===== src/design/sas_map.svh =====
// Purpose: constants for the sar converter sequencer
// Assumes: 250 MHz core clock, 4 ns period
// Notes: times in ns, cycle counts derived from them
`ifndef SAS_MAP_SVH
`define SAS_MAP_SVH

// clock period of i_clk
`define SAS_CLK_NS 4
// one whole conversion, sample plus eight steps
`define SAS_CONV_NS 7500
// sampling window at the head of a conversion
`define SAS_SAMPLE_NS 1100
// longest time, so rounded down
`define SAS_CONV_CYC (`SAS_CONV_NS / `SAS_CLK_NS)
`define SAS_SAMPLE_CYC (`SAS_SAMPLE_NS / `SAS_CLK_NS)
// result width and approximation steps
`define SAS_RES_W 8
`define SAS_MSB_IDX 3'h7
`define SAS_MSB_MASK 8'h80
// channel count and reset values
`define SAS_NUM_CH 8
`define SAS_CHAN_RST 3'h0
`define SAS_DATA_RST 8'h00

`endif


===== src/design/sas_pkg.sv =====
// Purpose: types shared by the sar converter sequencer
// Assumes: sas_map.svh holds all numbers
// Notes: mode fields arrive as plain inputs, no bus
package sas_pkg;

   // converter mode fields
   typedef struct packed {
      logic run;
      logic hw_start;
      logic scan;
      logic [2:0] chan;
   } sas_mode_t;

   // one finished result with its source channel
   typedef struct packed {
      logic [2:0] chan;
      logic [7:0] data;
   } sas_result_t;

   // sequencer states
   typedef enum logic [1:0] {
      SAS_IDLE,
      SAS_SAMPLE,
      SAS_STEP
   } sas_state_t;

endpackage


===== src/design/sas_adc_seq.sv =====
// Purpose: sequencer for an 8-bit sar converter, eight inputs
// Assumes: comparator output synchronous to i_clk
// Notes: mode fields are plain inputs, result is registered
//
// How it works
// - one of eight analog inputs is routed through the multiplexer per conversion.
// - each result comes from successive approximation against the comparator.
// - every finished value is stored, with its channel, in the 11-bit result register.
// - one conversion lasts about 7.5 us, sample plus eight steps.
// - with hardware start chosen, a trigger rising edge begins conversion.
// - with software start chosen, the start bit begins conversion.
// - scan mode converts inputs zero up to the chosen last (one at least), in turn.
// - select mode converts the chosen input again and again.
// - mode and run or stop come from the mode register fields.
// - the done request pulses each time a result is written.
`timescale 1ns/1ns
`include "sas_map.svh"

module sas_adc_seq #(
   parameter int CONV_CYC = `SAS_CONV_CYC,
   parameter int SAMPLE_CYC = `SAS_SAMPLE_CYC
) (
   // clock and reset
   input wire logic i_clk,
   input wire logic i_rst,
   // converter mode register fields
   input wire sas_pkg::sas_mode_t i_mode,
   input wire logic i_sw_start,
   // hardware trigger
   input wire logic i_external_start_trigger,
   // analog side
   input wire logic i_cmp_above,
   output logic [2:0] o_analog_input_n,
   output logic [7:0] o_dac_code,
   output logic o_sampling,
   output logic o_busy,
   // result and request
   output sas_pkg::sas_result_t o_conversion_result_reg,
   output logic o_conversion_done_irq
);
   import sas_pkg::*;

   localparam int STEP_CYC = (CONV_CYC - SAMPLE_CYC) / 8;
   localparam int CNT_W = $clog2(CONV_CYC + 1);

   ////////////////////////////////////////////////////////////////
   // elaboration checks
   generate
      if (SAMPLE_CYC < 1 || STEP_CYC < 2) begin : g_bad_time
         $error("sas_adc_seq: phase lengths too short");
      end
      if ((CONV_CYC - SAMPLE_CYC) % 8 != 0) begin : g_bad_split
         $error("sas_adc_seq: step time must split evenly");
      end
   endgenerate

   // one-hot mask for a bit index, used for trial and clear
   function automatic logic [7:0] sas_bit_mask(input logic [2:0] idx);
      return 8'h01 << idx;
   endfunction

   ////////////////////////////////////////////////////////////////
   // state
   sas_state_t st_reg, st_next;
   logic [CNT_W-1:0] cnt_reg, cnt_next;
   logic [2:0] bit_reg, bit_next;
   logic [7:0] sar_reg, sar_next;
   logic [2:0] chan_reg, chan_next;
   logic [2:0] last_reg, last_next;
   logic scan_reg, scan_next;
   logic trig_reg;
   sas_result_t res_reg, res_next;
   logic irq_reg, irq_next;

   logic trig_rise;
   logic start;
   logic phase_end;
   logic [7:0] decided;
   logic [2:0] scan_last;

   // trigger edge and start decode
   always_comb begin
      trig_rise = i_external_start_trigger && !trig_reg;
      start = i_mode.run && (i_mode.hw_start ? trig_rise : i_sw_start);
      phase_end = (cnt_reg == '0);
      // comparator high keeps the trial bit
      decided = i_cmp_above ? sar_reg : (sar_reg & ~sas_bit_mask(bit_reg));
      // scan needs at least two inputs, so zero widens to one
      scan_last = (i_mode.chan == 3'h0) ? 3'h1 : i_mode.chan;
   end

   ////////////////////////////////////////////////////////////////
   // sequencer next-state
   always_comb begin
      st_next = st_reg;
      cnt_next = cnt_reg;
      bit_next = bit_reg;
      sar_next = sar_reg;
      chan_next = chan_reg;
      last_next = last_reg;
      scan_next = scan_reg;
      res_next = res_reg;
      irq_next = 1'b0;
      case (st_reg)
         SAS_IDLE: begin
            // starts while busy are ignored, only idle listens
            if (start) begin
               st_next = SAS_SAMPLE;
               cnt_next = CNT_W'(SAMPLE_CYC - 1);
               scan_next = i_mode.scan;
               last_next = scan_last;
               chan_next = i_mode.scan ? 3'h0 : i_mode.chan;
               sar_next = `SAS_DATA_RST;
            end
         end
         SAS_SAMPLE: begin
            if (phase_end) begin
               st_next = SAS_STEP;
               cnt_next = CNT_W'(STEP_CYC - 1);
               bit_next = `SAS_MSB_IDX;
               sar_next = `SAS_MSB_MASK;
            end else begin
               cnt_next = cnt_reg - 1'b1;
            end
         end
         SAS_STEP: begin
            if (!phase_end) begin
               cnt_next = cnt_reg - 1'b1;
            end else if (bit_reg != 3'h0) begin
               // keep decision, try next lower bit
               bit_next = bit_reg - 3'h1;
               sar_next = decided | sas_bit_mask(bit_reg - 3'h1);
               cnt_next = CNT_W'(STEP_CYC - 1);
            end else begin
               res_next.data = decided;
               res_next.chan = chan_reg;
               irq_next = 1'b1;
               // conversions repeat until run is cleared
               st_next = SAS_SAMPLE;
               cnt_next = CNT_W'(SAMPLE_CYC - 1);
               sar_next = `SAS_DATA_RST;
               if (scan_reg) begin
                  chan_next = (chan_reg == last_reg) ? 3'h0 : chan_reg + 3'h1;
               end else begin
                  chan_next = chan_reg;
               end
            end
         end
         default: begin
            st_next = SAS_IDLE;
         end
      endcase
      // clearing run aborts at once, a half result is dropped
      if (!i_mode.run) begin
         st_next = SAS_IDLE;
         if (st_reg == SAS_IDLE) begin
            irq_next = 1'b0;
         end
      end
   end

   // register stage
   always_ff @(posedge i_clk) begin
      if (i_rst) begin
         st_reg <= SAS_IDLE;
         cnt_reg <= '0;
         bit_reg <= `SAS_MSB_IDX;
         sar_reg <= `SAS_DATA_RST;
         chan_reg <= `SAS_CHAN_RST;
         last_reg <= `SAS_CHAN_RST;
         scan_reg <= 1'b0;
         trig_reg <= 1'b0;
         res_reg <= '0;
         irq_reg <= 1'b0;
      end else begin
         st_reg <= st_next;
         cnt_reg <= cnt_next;
         bit_reg <= bit_next;
         sar_reg <= sar_next;
         chan_reg <= chan_next;
         last_reg <= last_next;
         scan_reg <= scan_next;
         trig_reg <= i_external_start_trigger;
         res_reg <= res_next;
         irq_reg <= irq_next;
      end
   end

   ////////////////////////////////////////////////////////////////
   // outputs
   assign o_analog_input_n = chan_reg;
   assign o_dac_code = sar_reg;
   assign o_sampling = (st_reg == SAS_SAMPLE);
   assign o_busy = (st_reg != SAS_IDLE);
   assign o_conversion_result_reg = res_reg;
   assign o_conversion_done_irq = irq_reg;

   ////////////////////////////////////////////////////////////////
   // checking helper: cycles since the sample phase began
   logic [CNT_W-1:0] len_reg;
   always_ff @(posedge i_clk) begin
      if (i_rst) begin
         len_reg <= '0;
      end else if (st_next == SAS_SAMPLE && st_reg != SAS_SAMPLE) begin
         len_reg <= CNT_W'(1);
      end else if (st_reg != SAS_IDLE) begin
         len_reg <= len_reg + 1'b1;
      end
   end

   property p_chan_select;
      @(posedge i_clk) disable iff (i_rst)
      (st_reg != SAS_IDLE && !scan_reg) |-> (chan_reg == $past(chan_reg) || $past(st_reg) == SAS_IDLE);
   endproperty
   a_chan_select: assert property (p_chan_select) else $error("select channel moved");

   property p_sar_clear;
      @(posedge i_clk) disable iff (i_rst)
      (st_reg == SAS_STEP && phase_end && !i_cmp_above && bit_reg != 3'h0 && i_mode.run)
      |=> (sar_reg & sas_bit_mask($past(bit_reg))) == 8'h00;
   endproperty
   a_sar_clear: assert property (p_sar_clear) else $error("rejected trial bit kept");

   property p_result_src;
      @(posedge i_clk) disable iff (i_rst)
      o_conversion_done_irq |-> o_conversion_result_reg.data == $past(decided);
   endproperty
   a_result_src: assert property (p_result_src) else $error("result not the decision");

   property p_conv_time;
      @(posedge i_clk) disable iff (i_rst)
      o_conversion_done_irq |-> $past(len_reg) == CNT_W'(CONV_CYC);
   endproperty
   a_conv_time: assert property (p_conv_time) else $error("conversion length wrong");

   property p_hw_start;
      @(posedge i_clk) disable iff (i_rst)
      (st_reg == SAS_IDLE && i_mode.run && i_mode.hw_start && trig_rise) |=> o_sampling;
   endproperty
   a_hw_start: assert property (p_hw_start) else $error("trigger did not start");

   property p_sw_start;
      @(posedge i_clk) disable iff (i_rst)
      (st_reg == SAS_IDLE && i_mode.run && !i_mode.hw_start && i_sw_start) |=> o_sampling;
   endproperty
   a_sw_start: assert property (p_sw_start) else $error("start bit did not start");

   property p_scan_step;
      @(posedge i_clk) disable iff (i_rst)
      (o_conversion_done_irq && scan_reg && o_busy) |-> chan_reg != $past(chan_reg);
   endproperty
   a_scan_step: assert property (p_scan_step) else $error("scan did not advance");

   property p_select_repeat;
      @(posedge i_clk) disable iff (i_rst)
      (o_conversion_done_irq && !scan_reg && o_busy) |-> o_sampling && $stable(chan_reg);
   endproperty
   a_select_repeat: assert property (p_select_repeat) else $error("select did not repeat");

   property p_stop;
      @(posedge i_clk) disable iff (i_rst)
      !i_mode.run |=> !o_busy;
   endproperty
   a_stop: assert property (p_stop) else $error("run low but still busy");

   property p_irq_write;
      @(posedge i_clk) disable iff (i_rst)
      !o_conversion_done_irq |-> $stable(o_conversion_result_reg);
   endproperty
   a_irq_write: assert property (p_irq_write) else $error("result moved without request");

   // a stop inside the first step breaks the length count, so the check stands down
   property p_bit_order;
      @(posedge i_clk) disable iff (i_rst)
      (st_reg == SAS_SAMPLE && phase_end && i_mode.run)
      |=> bit_reg == 3'h7 ##(STEP_CYC)
          (bit_reg == 3'h6 || len_reg != CNT_W'(SAMPLE_CYC + STEP_CYC + 1));
   endproperty
   a_bit_order: assert property (p_bit_order) else $error("bits not msb first");

   // sampling always starts from an empty trial code
   property p_dac_sample;
      @(posedge i_clk) disable iff (i_rst)
      o_sampling |-> o_dac_code == 8'h00;
   endproperty
   a_dac_sample: assert property (p_dac_sample) else $error("trial code not cleared");

   property p_res_chan;
      @(posedge i_clk) disable iff (i_rst)
      o_conversion_done_irq |-> o_conversion_result_reg.chan == $past(chan_reg);
   endproperty
   a_res_chan: assert property (p_res_chan) else $error("result channel wrong");

   // a start seen mid-step must not restart the conversion
   property p_busy_refuse;
      @(posedge i_clk) disable iff (i_rst)
      (st_reg == SAS_STEP && !phase_end && i_mode.run) |=> st_reg == SAS_STEP;
   endproperty
   a_busy_refuse: assert property (p_busy_refuse) else $error("step phase broken");

   property p_scan_wrap;
      @(posedge i_clk) disable iff (i_rst)
      (o_conversion_done_irq && scan_reg && o_busy && $past(chan_reg) == last_reg)
      |-> chan_reg == 3'h0;
   endproperty
   a_scan_wrap: assert property (p_scan_wrap) else $error("scan did not wrap");

   property p_irq_pulse;
      @(posedge i_clk) disable iff (i_rst)
      o_conversion_done_irq |=> !o_conversion_done_irq;
   endproperty
   a_irq_pulse: assert property (p_irq_pulse) else $error("done request too long");

endmodule


===== config.mk =====
export PLATFORM = sky130hd
export DESIGN_NAME = sas_adc_seq
export DESIGN_NICKNAME = d
export VERILOG_FILES = /design/src/design/sas_pkg.sv /design/src/design/sas_adc_seq.sv
export VERILOG_INCLUDE_DIRS = /design/src /design/src/design
export SDC_FILE = /design/constraint.sdc
export NUM_CORES = 1
export LEC_CHECK = 0
export ABC_CLOCK_PERIOD_IN_PS = 3450
export BUFFER_PORTS_ARGS = -buffer_cell sky130_fd_sc_hd__buf_2
export CAP_MARGIN = 20
export CORE_UTILIZATION = 62
export CTS_BUF_LIST = sky130_fd_sc_hd__clkbuf_2
export DETAILED_ROUTE_END_ITERATION = 6
export GPL_TIMING_DRIVEN = 0
export PLACE_DENSITY = 0.85
export REMOVE_ABC_BUFFERS = 1
export SLEW_MARGIN = 20
export SYNTH_ARGS = -nofsm -noshare
export SYNTH_HDL_FRONTEND = slang
export SYNTH_SLANG_ARGS = --single-unit

===== constraint.sdc =====
create_clock -name i_clk -period 3.45 [get_ports i_clk]
set_input_delay 0.5175 -clock i_clk [delete_from_list [all_inputs] [get_ports i_clk]]
set_output_delay 0.5175 -clock i_clk [all_outputs]
set_load 0.03 [all_outputs]

==> flow_summary.yaml, run 1 <==
place:
  place_inst: 371
  portBuffers: 35
  hpwlAfterDp_um: 3900
  place_congestion: 0.835
sta:
  worst_pin_slew_ns: 0.745
  finalMaxSlewViolations: 0
  finalCritPeriodShare_pct: 77.5
  tns_ns: 0
  rsz0062_at_grt: "false"
  hold_slack_ns: 0.323
  slew_headroom_pct: 50.1
  timing.fmax_mhz: 374
  setup_violations: 0
  layout_min_cycle_time_ns: 2.67
  finClkSkew_ns: 0.0218
  finalHoldViolations: 0
drt:
  drc: 0
  top_layer_used: "met4"
  wl_met1_um: 2500
  wire_per_inst_um: 14.7
  drt-pass1-iter-count: 4
  wl_met2_um: 2660
  routed_wl_um: 5560
  drt_iter0_drc: 180
  dr_wl_met3_um: 303
  final_antenna_net_count: 0
  viasPerCell: 6.09
  vias: 2308
clock_tree:
  numCtsBuffers: 5
  htreeDepth: 2
  cts_tree: "yes"
  hold_buffers: 0
  root_buffer: "clkbuf_2"
  post_cts_resized: 0
  cts.reportedPaths.clkPinSlew_ns: 0.24
  cts.path.max_buffers: 2
  clkLatencyLatePin_ns: 0.42
  cts_setup_buffers: 0
  cts_sinks: 44
run_status:
  status: "finished clean"
synth:
  syn-cell-area_um2: 2520
  synth_ff_type: "dfxtp_1"
  synth.most_common_cell: "dfxtp_1"
  syn-mean-instance-area_um2: 8.34
  yosysTopAreaCell: "dfxtp_1"
  postSynthCellCount: 302
  synth_top_cell_area_share_pct: 35.0
  yosys-top-cells-area: "dfxtp_1 (35%), ha_1 (6.5%), nand2_1 (5.4%)"
  netlist_top_cells_count: "dfxtp_1 (44), nand2_1 (36), a21oi_1 (23)"
  yosysWarnings: 0
  ys_seq_area_share_pct: 35.0
  synth.distinct_cells: 52
  synth_seq_cells: 44
  async_reset_ff_share_pct: 0
  synth-edff-count: 0
die:
  core_region_area_um2: 3770
  initial_core_util_pct: 66.8
  fp-row-count: 22
  die_x_um: 65.7
  die_area_um2: 4320
  io-pin-count: 36
  die_h_um: 65.7
global_routing:
  grt_overflow: 0
  grt_first_pass_wirelength_um: 9360
  grt_pass1_vias: 2062
  grt_max_degree: 44
  grtUsageTotal_pct: 28.1
  grt_antenna_before_repair: 0
power_and_ir_drop:
  ir_drop_v: 0.000295
  finalPower_mw: 1.12
  leakage_nw: 1.10
  power_density_nw_per_um2: 406
critical_path:
  reg2reg_slack_ns: 0.78
  endpoint: "o_conversion_result_reg[0]"
  crit_arrival_ns: 3.04
  crit_cells: 7
  critical_path_class: "flop to flop"
  cp_top_family: "simple AND/OR/NAND/NOR gates"
  cp.buffers_inverters: 1
  worstSetupStartpoint: "bit_reg[0]"
  crit_path_cell_trace: "inv_1, ha_1, or3b_2, nor4_2, and2_1, o211ai_1, a21oi_1"
  r2r-end: "o_conversion_result_reg[0]"
  path_max_fanout: 12
  crit_required_ns: 3.82
  r2r_start: "bit_reg[0]"
  startpoint_type: "flop"
  reg2reg_depth: 7
  critical-path-slowest-cell: "and2_1"
  end_kind: "flop"
  max_stage_delay_ns: 0.49
min_path:
  holdCritPathClass: "input pin to flop"
finish:
  layout-drive-gt1-share_pct: 16.3
  fin_util_pct: 73.0
  instances_no_fill: 379
  fin_nets: 354
  area_growth_pct: 9.39
  antenna_cells: 0
flow_run:
  max_cap_viol_count: 0
[final cells by class]
cell class	count	area [µm²]
Timing Repair Buffer	35	175
Fill cell	318	1020
Clock inverter	3	42.5
Sequential cell	44	881
Tap cell	48	60.1
Multi-Input combinational cell	233	1530
Inverter	11	41.3
Clock buffer	5	25.0
[stage by stage]
stage / area [µm²] / setup WS, ns
after global placement: 2690 / 0.921
after global routing: 2750 / 0.608
after CTS: 2750 / 0.819
after detailed placement: 2690 / 0.855
final: 2750 / 0.778
after floorplan: 2450 / 1.31
[per-layer routing]
layer / GRT usage, % / vias up
li1: - / 1160
met1: 36.2 / 1069
met2: 45.5 / 70
met3: 5.73 / 9
met4: 10.9 / 0
met5: 0 / -
[power breakdown]
part / internal [mW] / switching (mW)
sequential: 0.527 / 0.0194
combinational: 0.100 / 0.176
clock: 0.122 / 0.174
[worst min path at each step]
stage / slack, ns / cells after the start / startpoint / end
3_5_place_dp: 0.44 / 2 / o_conversion_result_reg[5] / o_conversion_result_reg[5]
3_3_place_gp: 0.44 / 2 / o_conversion_result_reg[1] / o_conversion_result_reg[1]
5_1_grt: 0.27 / 2 / i_external_start_trigger / trig_reg
2_1_floorplan: 0.46 / 2 / scan_reg / scan_reg
6_report: 0.32 / 2 / i_external_start_trigger / trig_reg
4_1_cts: 0.30 / 2 / i_external_start_trigger / trig_reg
[kinds of logic after synthesis]
family | count (synthesis) | share of synthesized area, %
muxes | 3 | 1.19
and+or+nand+nor | 123 | 26.9
AOI/OAI and AO/OA | 88 | 24.1
adders and majority gates | 13 | 6.46
DFF | 44 | 35.0
xor gates and xnor gates | 6 | 2.09
buffers and inverters | 25 | 4.27
[placed cells by master (no fill, tap or decap), types with 8 or more instances in the layout]
| cell | count |
|---|---|
| dfxtp_1 | 44 |
| nand2_1 | 36 |
| buf_2 | 35 |
| a21oi_1 | 23 |
| nor2_1 | 18 |
| o21ai_0 | 17 |
| ha_1 | 13 |
| nand3_1 | 12 |
| nand3b_1 | 12 |
| inv_1 | 11 |
| nand2b_1 | 9 |
| o31ai_1 | 8 |
(Power assumes the default switching activity.)
==> inputs of run 2 (changes only) <==
--- a/config.mk
+++ b/config.mk
@@ -6,14 +6,15 @@
 export SDC_FILE = /design/constraint.sdc
 export NUM_CORES = 1
 export LEC_CHECK = 0
-export ABC_CLOCK_PERIOD_IN_PS = 3450
+export ABC_AREA = 1
+export ABC_CLOCK_PERIOD_IN_PS = 2300
 export BUFFER_PORTS_ARGS = -buffer_cell sky130_fd_sc_hd__buf_2
 export CAP_MARGIN = 20
-export CORE_UTILIZATION = 62
+export CORE_UTILIZATION = 53
 export CTS_BUF_LIST = sky130_fd_sc_hd__clkbuf_2
 export DETAILED_ROUTE_END_ITERATION = 6
 export GPL_TIMING_DRIVEN = 0
-export PLACE_DENSITY = 0.85
+export PLACE_DENSITY = 0.78
 export REMOVE_ABC_BUFFERS = 1
 export SLEW_MARGIN = 20
 export SYNTH_ARGS = -nofsm -noshare
==> constraint.sdc (replaced) <==
create_clock -name i_clk -period 2.3 [get_ports i_clk]
set_input_delay 0.345 -clock i_clk [delete_from_list [all_inputs] [get_ports i_clk]]
set_output_delay 0.345 -clock i_clk [all_outputs]
set_load 0.03 [all_outputs]
==> run 2 against run 1 <==
Critical endpoint is now cnt_reg[9]; combinational power is 110% higher; via count fell by 2.3%; critical path type unchanged; core utilization is 11 points lower; non-clock buffer count did not move; first-iteration DRC count is 46% lower; sequential power rose by 56%; cell count grew 15%.
==> flow_summary.yaml, run 2 <==
drt:
  drt_iter0_drc: 98
  final_antenna_net_count: 0
  viasPerCell: 5.16
  drt-pass1-iter-count: 4
  routed_wl_um: 5440
  wire_per_inst_um: 12.4
  drc: 0
  vias: 2256
finish:
  layout-drive-gt1-share_pct: 17.1
  area.sequential_um2: 881
  fin_nets: 408
  nFillCells: 442
  area_growth_pct: 10.2
  multiInputGateArea_um2: 1390
  final_common_cell: "nand2_1"
  final_cell_mix: "nand2_1 (72), dfxtp_1 (44), inv_1 (41)"
  antenna_cells: 0
min_path:
  hold_end: "trig_reg"
  min_from: "i_external_start_trigger"
  holdCritPathClass: "input pin to flop"
  whs_path_depth: 3
die:
  die_area_um2: 4960
  die_h_um: 70.4
  fp-row-count: 24
  io-pin-count: 36
  initial_core_util_pct: 56.2
  die_x_um: 70.4
  core_region_area_um2: 4410
sta:
  finalMaxSlewViolations: 0
  slew_headroom_pct: 57.6
  rsz0062_at_grt: "false"
  timing.fmax_mhz: 513
  tns_ns: 0
  layout_min_cycle_time_ns: 1.95
  timing.final.ws_setup_ns: 0.352
  worst_pin_slew_ns: 0.635
  finalCritPeriodShare_pct: 84.7
  setup_violations: 0
  finalHoldViolations: 0
  finClkSkew_ns: 0.0114
critical_path:
  max_stage_delay_ns: 0.43
  startpoint_type: "flop"
  r2r_start: "st_reg[0]"
  cp.buffers_inverters: 1
  critical_path_class: "flop to flop"
  critical-path-slowest-cell: "ha_1"
  reg2reg_slack_ns: 0.35
  reg2reg_depth: 6
  path_max_fanout: 14
  crit_path_cell_trace: "inv_1, ha_1, nor2_1, o21ai_2, o211ai_2, nor2_1"
  crit_top_cell: "nor2_1"
  r2r-end: "cnt_reg[9]"
  crit_arrival_ns: 2.33
  end_kind: "flop"
  crit_required_ns: 2.68
  cp_top_family: "compound AO/OA/AOI/OAI gates"
synth:
  syn-mean-instance-area_um2: 7.09
  syn-cell-area_um2: 2480
  synth_ff_type: "dfxtp_1"
  synth_top_cell_area_share_pct: 35.5
  yosysWarnings: 0
  netlist_top_cells_count: "nand2_1 (72), dfxtp_1 (44), inv_1 (41)"
  ys_seq_area_share_pct: 35.5
  synth_seq_cells: 44
  synth.most_common_cell: "nand2_1"
  yosys-top-cells-area: "dfxtp_1 (36%), nand2_1 (11%), a21oi_1 (7.3%)"
  postSynthCellCount: 350
  synth-edff-count: 0
  async_reset_ff_share_pct: 0
  yosysTopAreaCell: "dfxtp_1"
  synth.distinct_cells: 28
place:
  portBuffers: 35
  dp_slack_ns: 0.369
  place_congestion: 0.954
  hpwlAfterDp_um: 4060
clock_tree:
  root_buffer: "clkbuf_2"
  cts_tree: "yes"
  hold_buffers: 0
  cts.reportedPaths.clkPinSlew_ns: 0.23
  numCtsBuffers: 5
  cts.path.max_buffers: 2
  htreeDepth: 2
  cts_sinks: 44
  clkLatencyLatePin_ns: 0.42
  cts_setup_buffers: 0
  post_cts_resized: 0
global_routing:
  use_met3_pct: 5.63
  grtUsageMet1_pct: 30.9
  grt_overflow: 0
  grt_pass1_vias: 2154
  grtUsageTotal_pct: 23.7
  grt_first_pass_wirelength_um: 9430
  top_usage_layer: "met2"
  grt_max_degree: 23
  grt_use_met2_pct: 38.5
  grt_antenna_before_repair: 0
power_and_ir_drop:
  power_density_nw_per_um2: 688
  ir_drop_v: 0.000334
  leakage_nw: 1.26
flow_run:
  max_cap_viol_count: 0
run_status:
  status: "finished clean"
[run 2: worst register-to-register path, cell delays in order, from the launching register on]
cell      delay [ns]
dfxtp_1         0.40
inv_1           0.09
ha_1            0.43
nor2_1          0.24
o21ai_2         0.41
o211ai_2        0.21
nor2_1          0.13
[run 2: how the worst max path moves through the flow]
stage               startpoint             to  slack [ns]  depth (start not counted)
floorplan            st_reg[1]  o_dac_code[0]        0.68                          7
global route         st_reg[0]     cnt_reg[3]        0.11                          6
detailed placement   st_reg[0]     cnt_reg[9]        0.37                          6
CTS                  st_reg[0]     cnt_reg[9]        0.32                          6
global placement     st_reg[0]     cnt_reg[9]        0.40                          6
finish               st_reg[0]     cnt_reg[9]        0.35                          6
[run 2: report_power, final]
part / switching, mW / total, mW / internal [mW]
Combinational: 0.389 / 0.580 / 0.191
Sequential: 0.0458 / 0.854 / 0.808
Clock: 0.265 / 0.447 / 0.182
[run 2: kinds of logic after synthesis]
family | count (synthesis) | share of synthesized area (%)
simple gates | 157 | 29.4
compound gates | 77 | 16.8
buf+inv | 50 | 8.57
flops | 44 | 35.5
fa+ha+maj | 13 | 6.56
xor+xnor | 9 | 3.18
[run 2: metrics by stage]
stage / util [%] / instances / area (µm²) / power, mW / hold WS, ns
CTS: 61.9 / 437 / 2730 / 1.89 / 0.0876
global placement: 60.4 / 429 / 2670 / 1.43 / 0.457
global route: 61.9 / 437 / 2730 / 2.01 / 0.102
floorplan: - / 342 / 2430 / 1.31 / 0.414
detailed placement: 60.4 / 429 / 2670 / 1.44 / 0.467
finish: 61.9 / 437 / 2730 / 1.88 / 0.0957
[run 2: metal layers]
metal | vias to the layer above | routed length, µm
met4 | 0 | 57
met1 | 1022 | 2680
met2 | 34 | 2540
met5 | - | 0
li1 | 1192 | -
met3 | 8 | 166
[run 2: cell type report]
| type | count | share of cell area (%) |
|---|---|---|
| clock buffers | 5 | 0.915 |
| flip-flops and latches | 44 | 32.2 |
| multi-input cells | 256 | 50.8 |
| clock inverters | 3 | 1.56 |
| repair buffers | 35 | 6.41 |
| well taps | 52 | 2.38 |
| inverters | 42 | 5.77 |
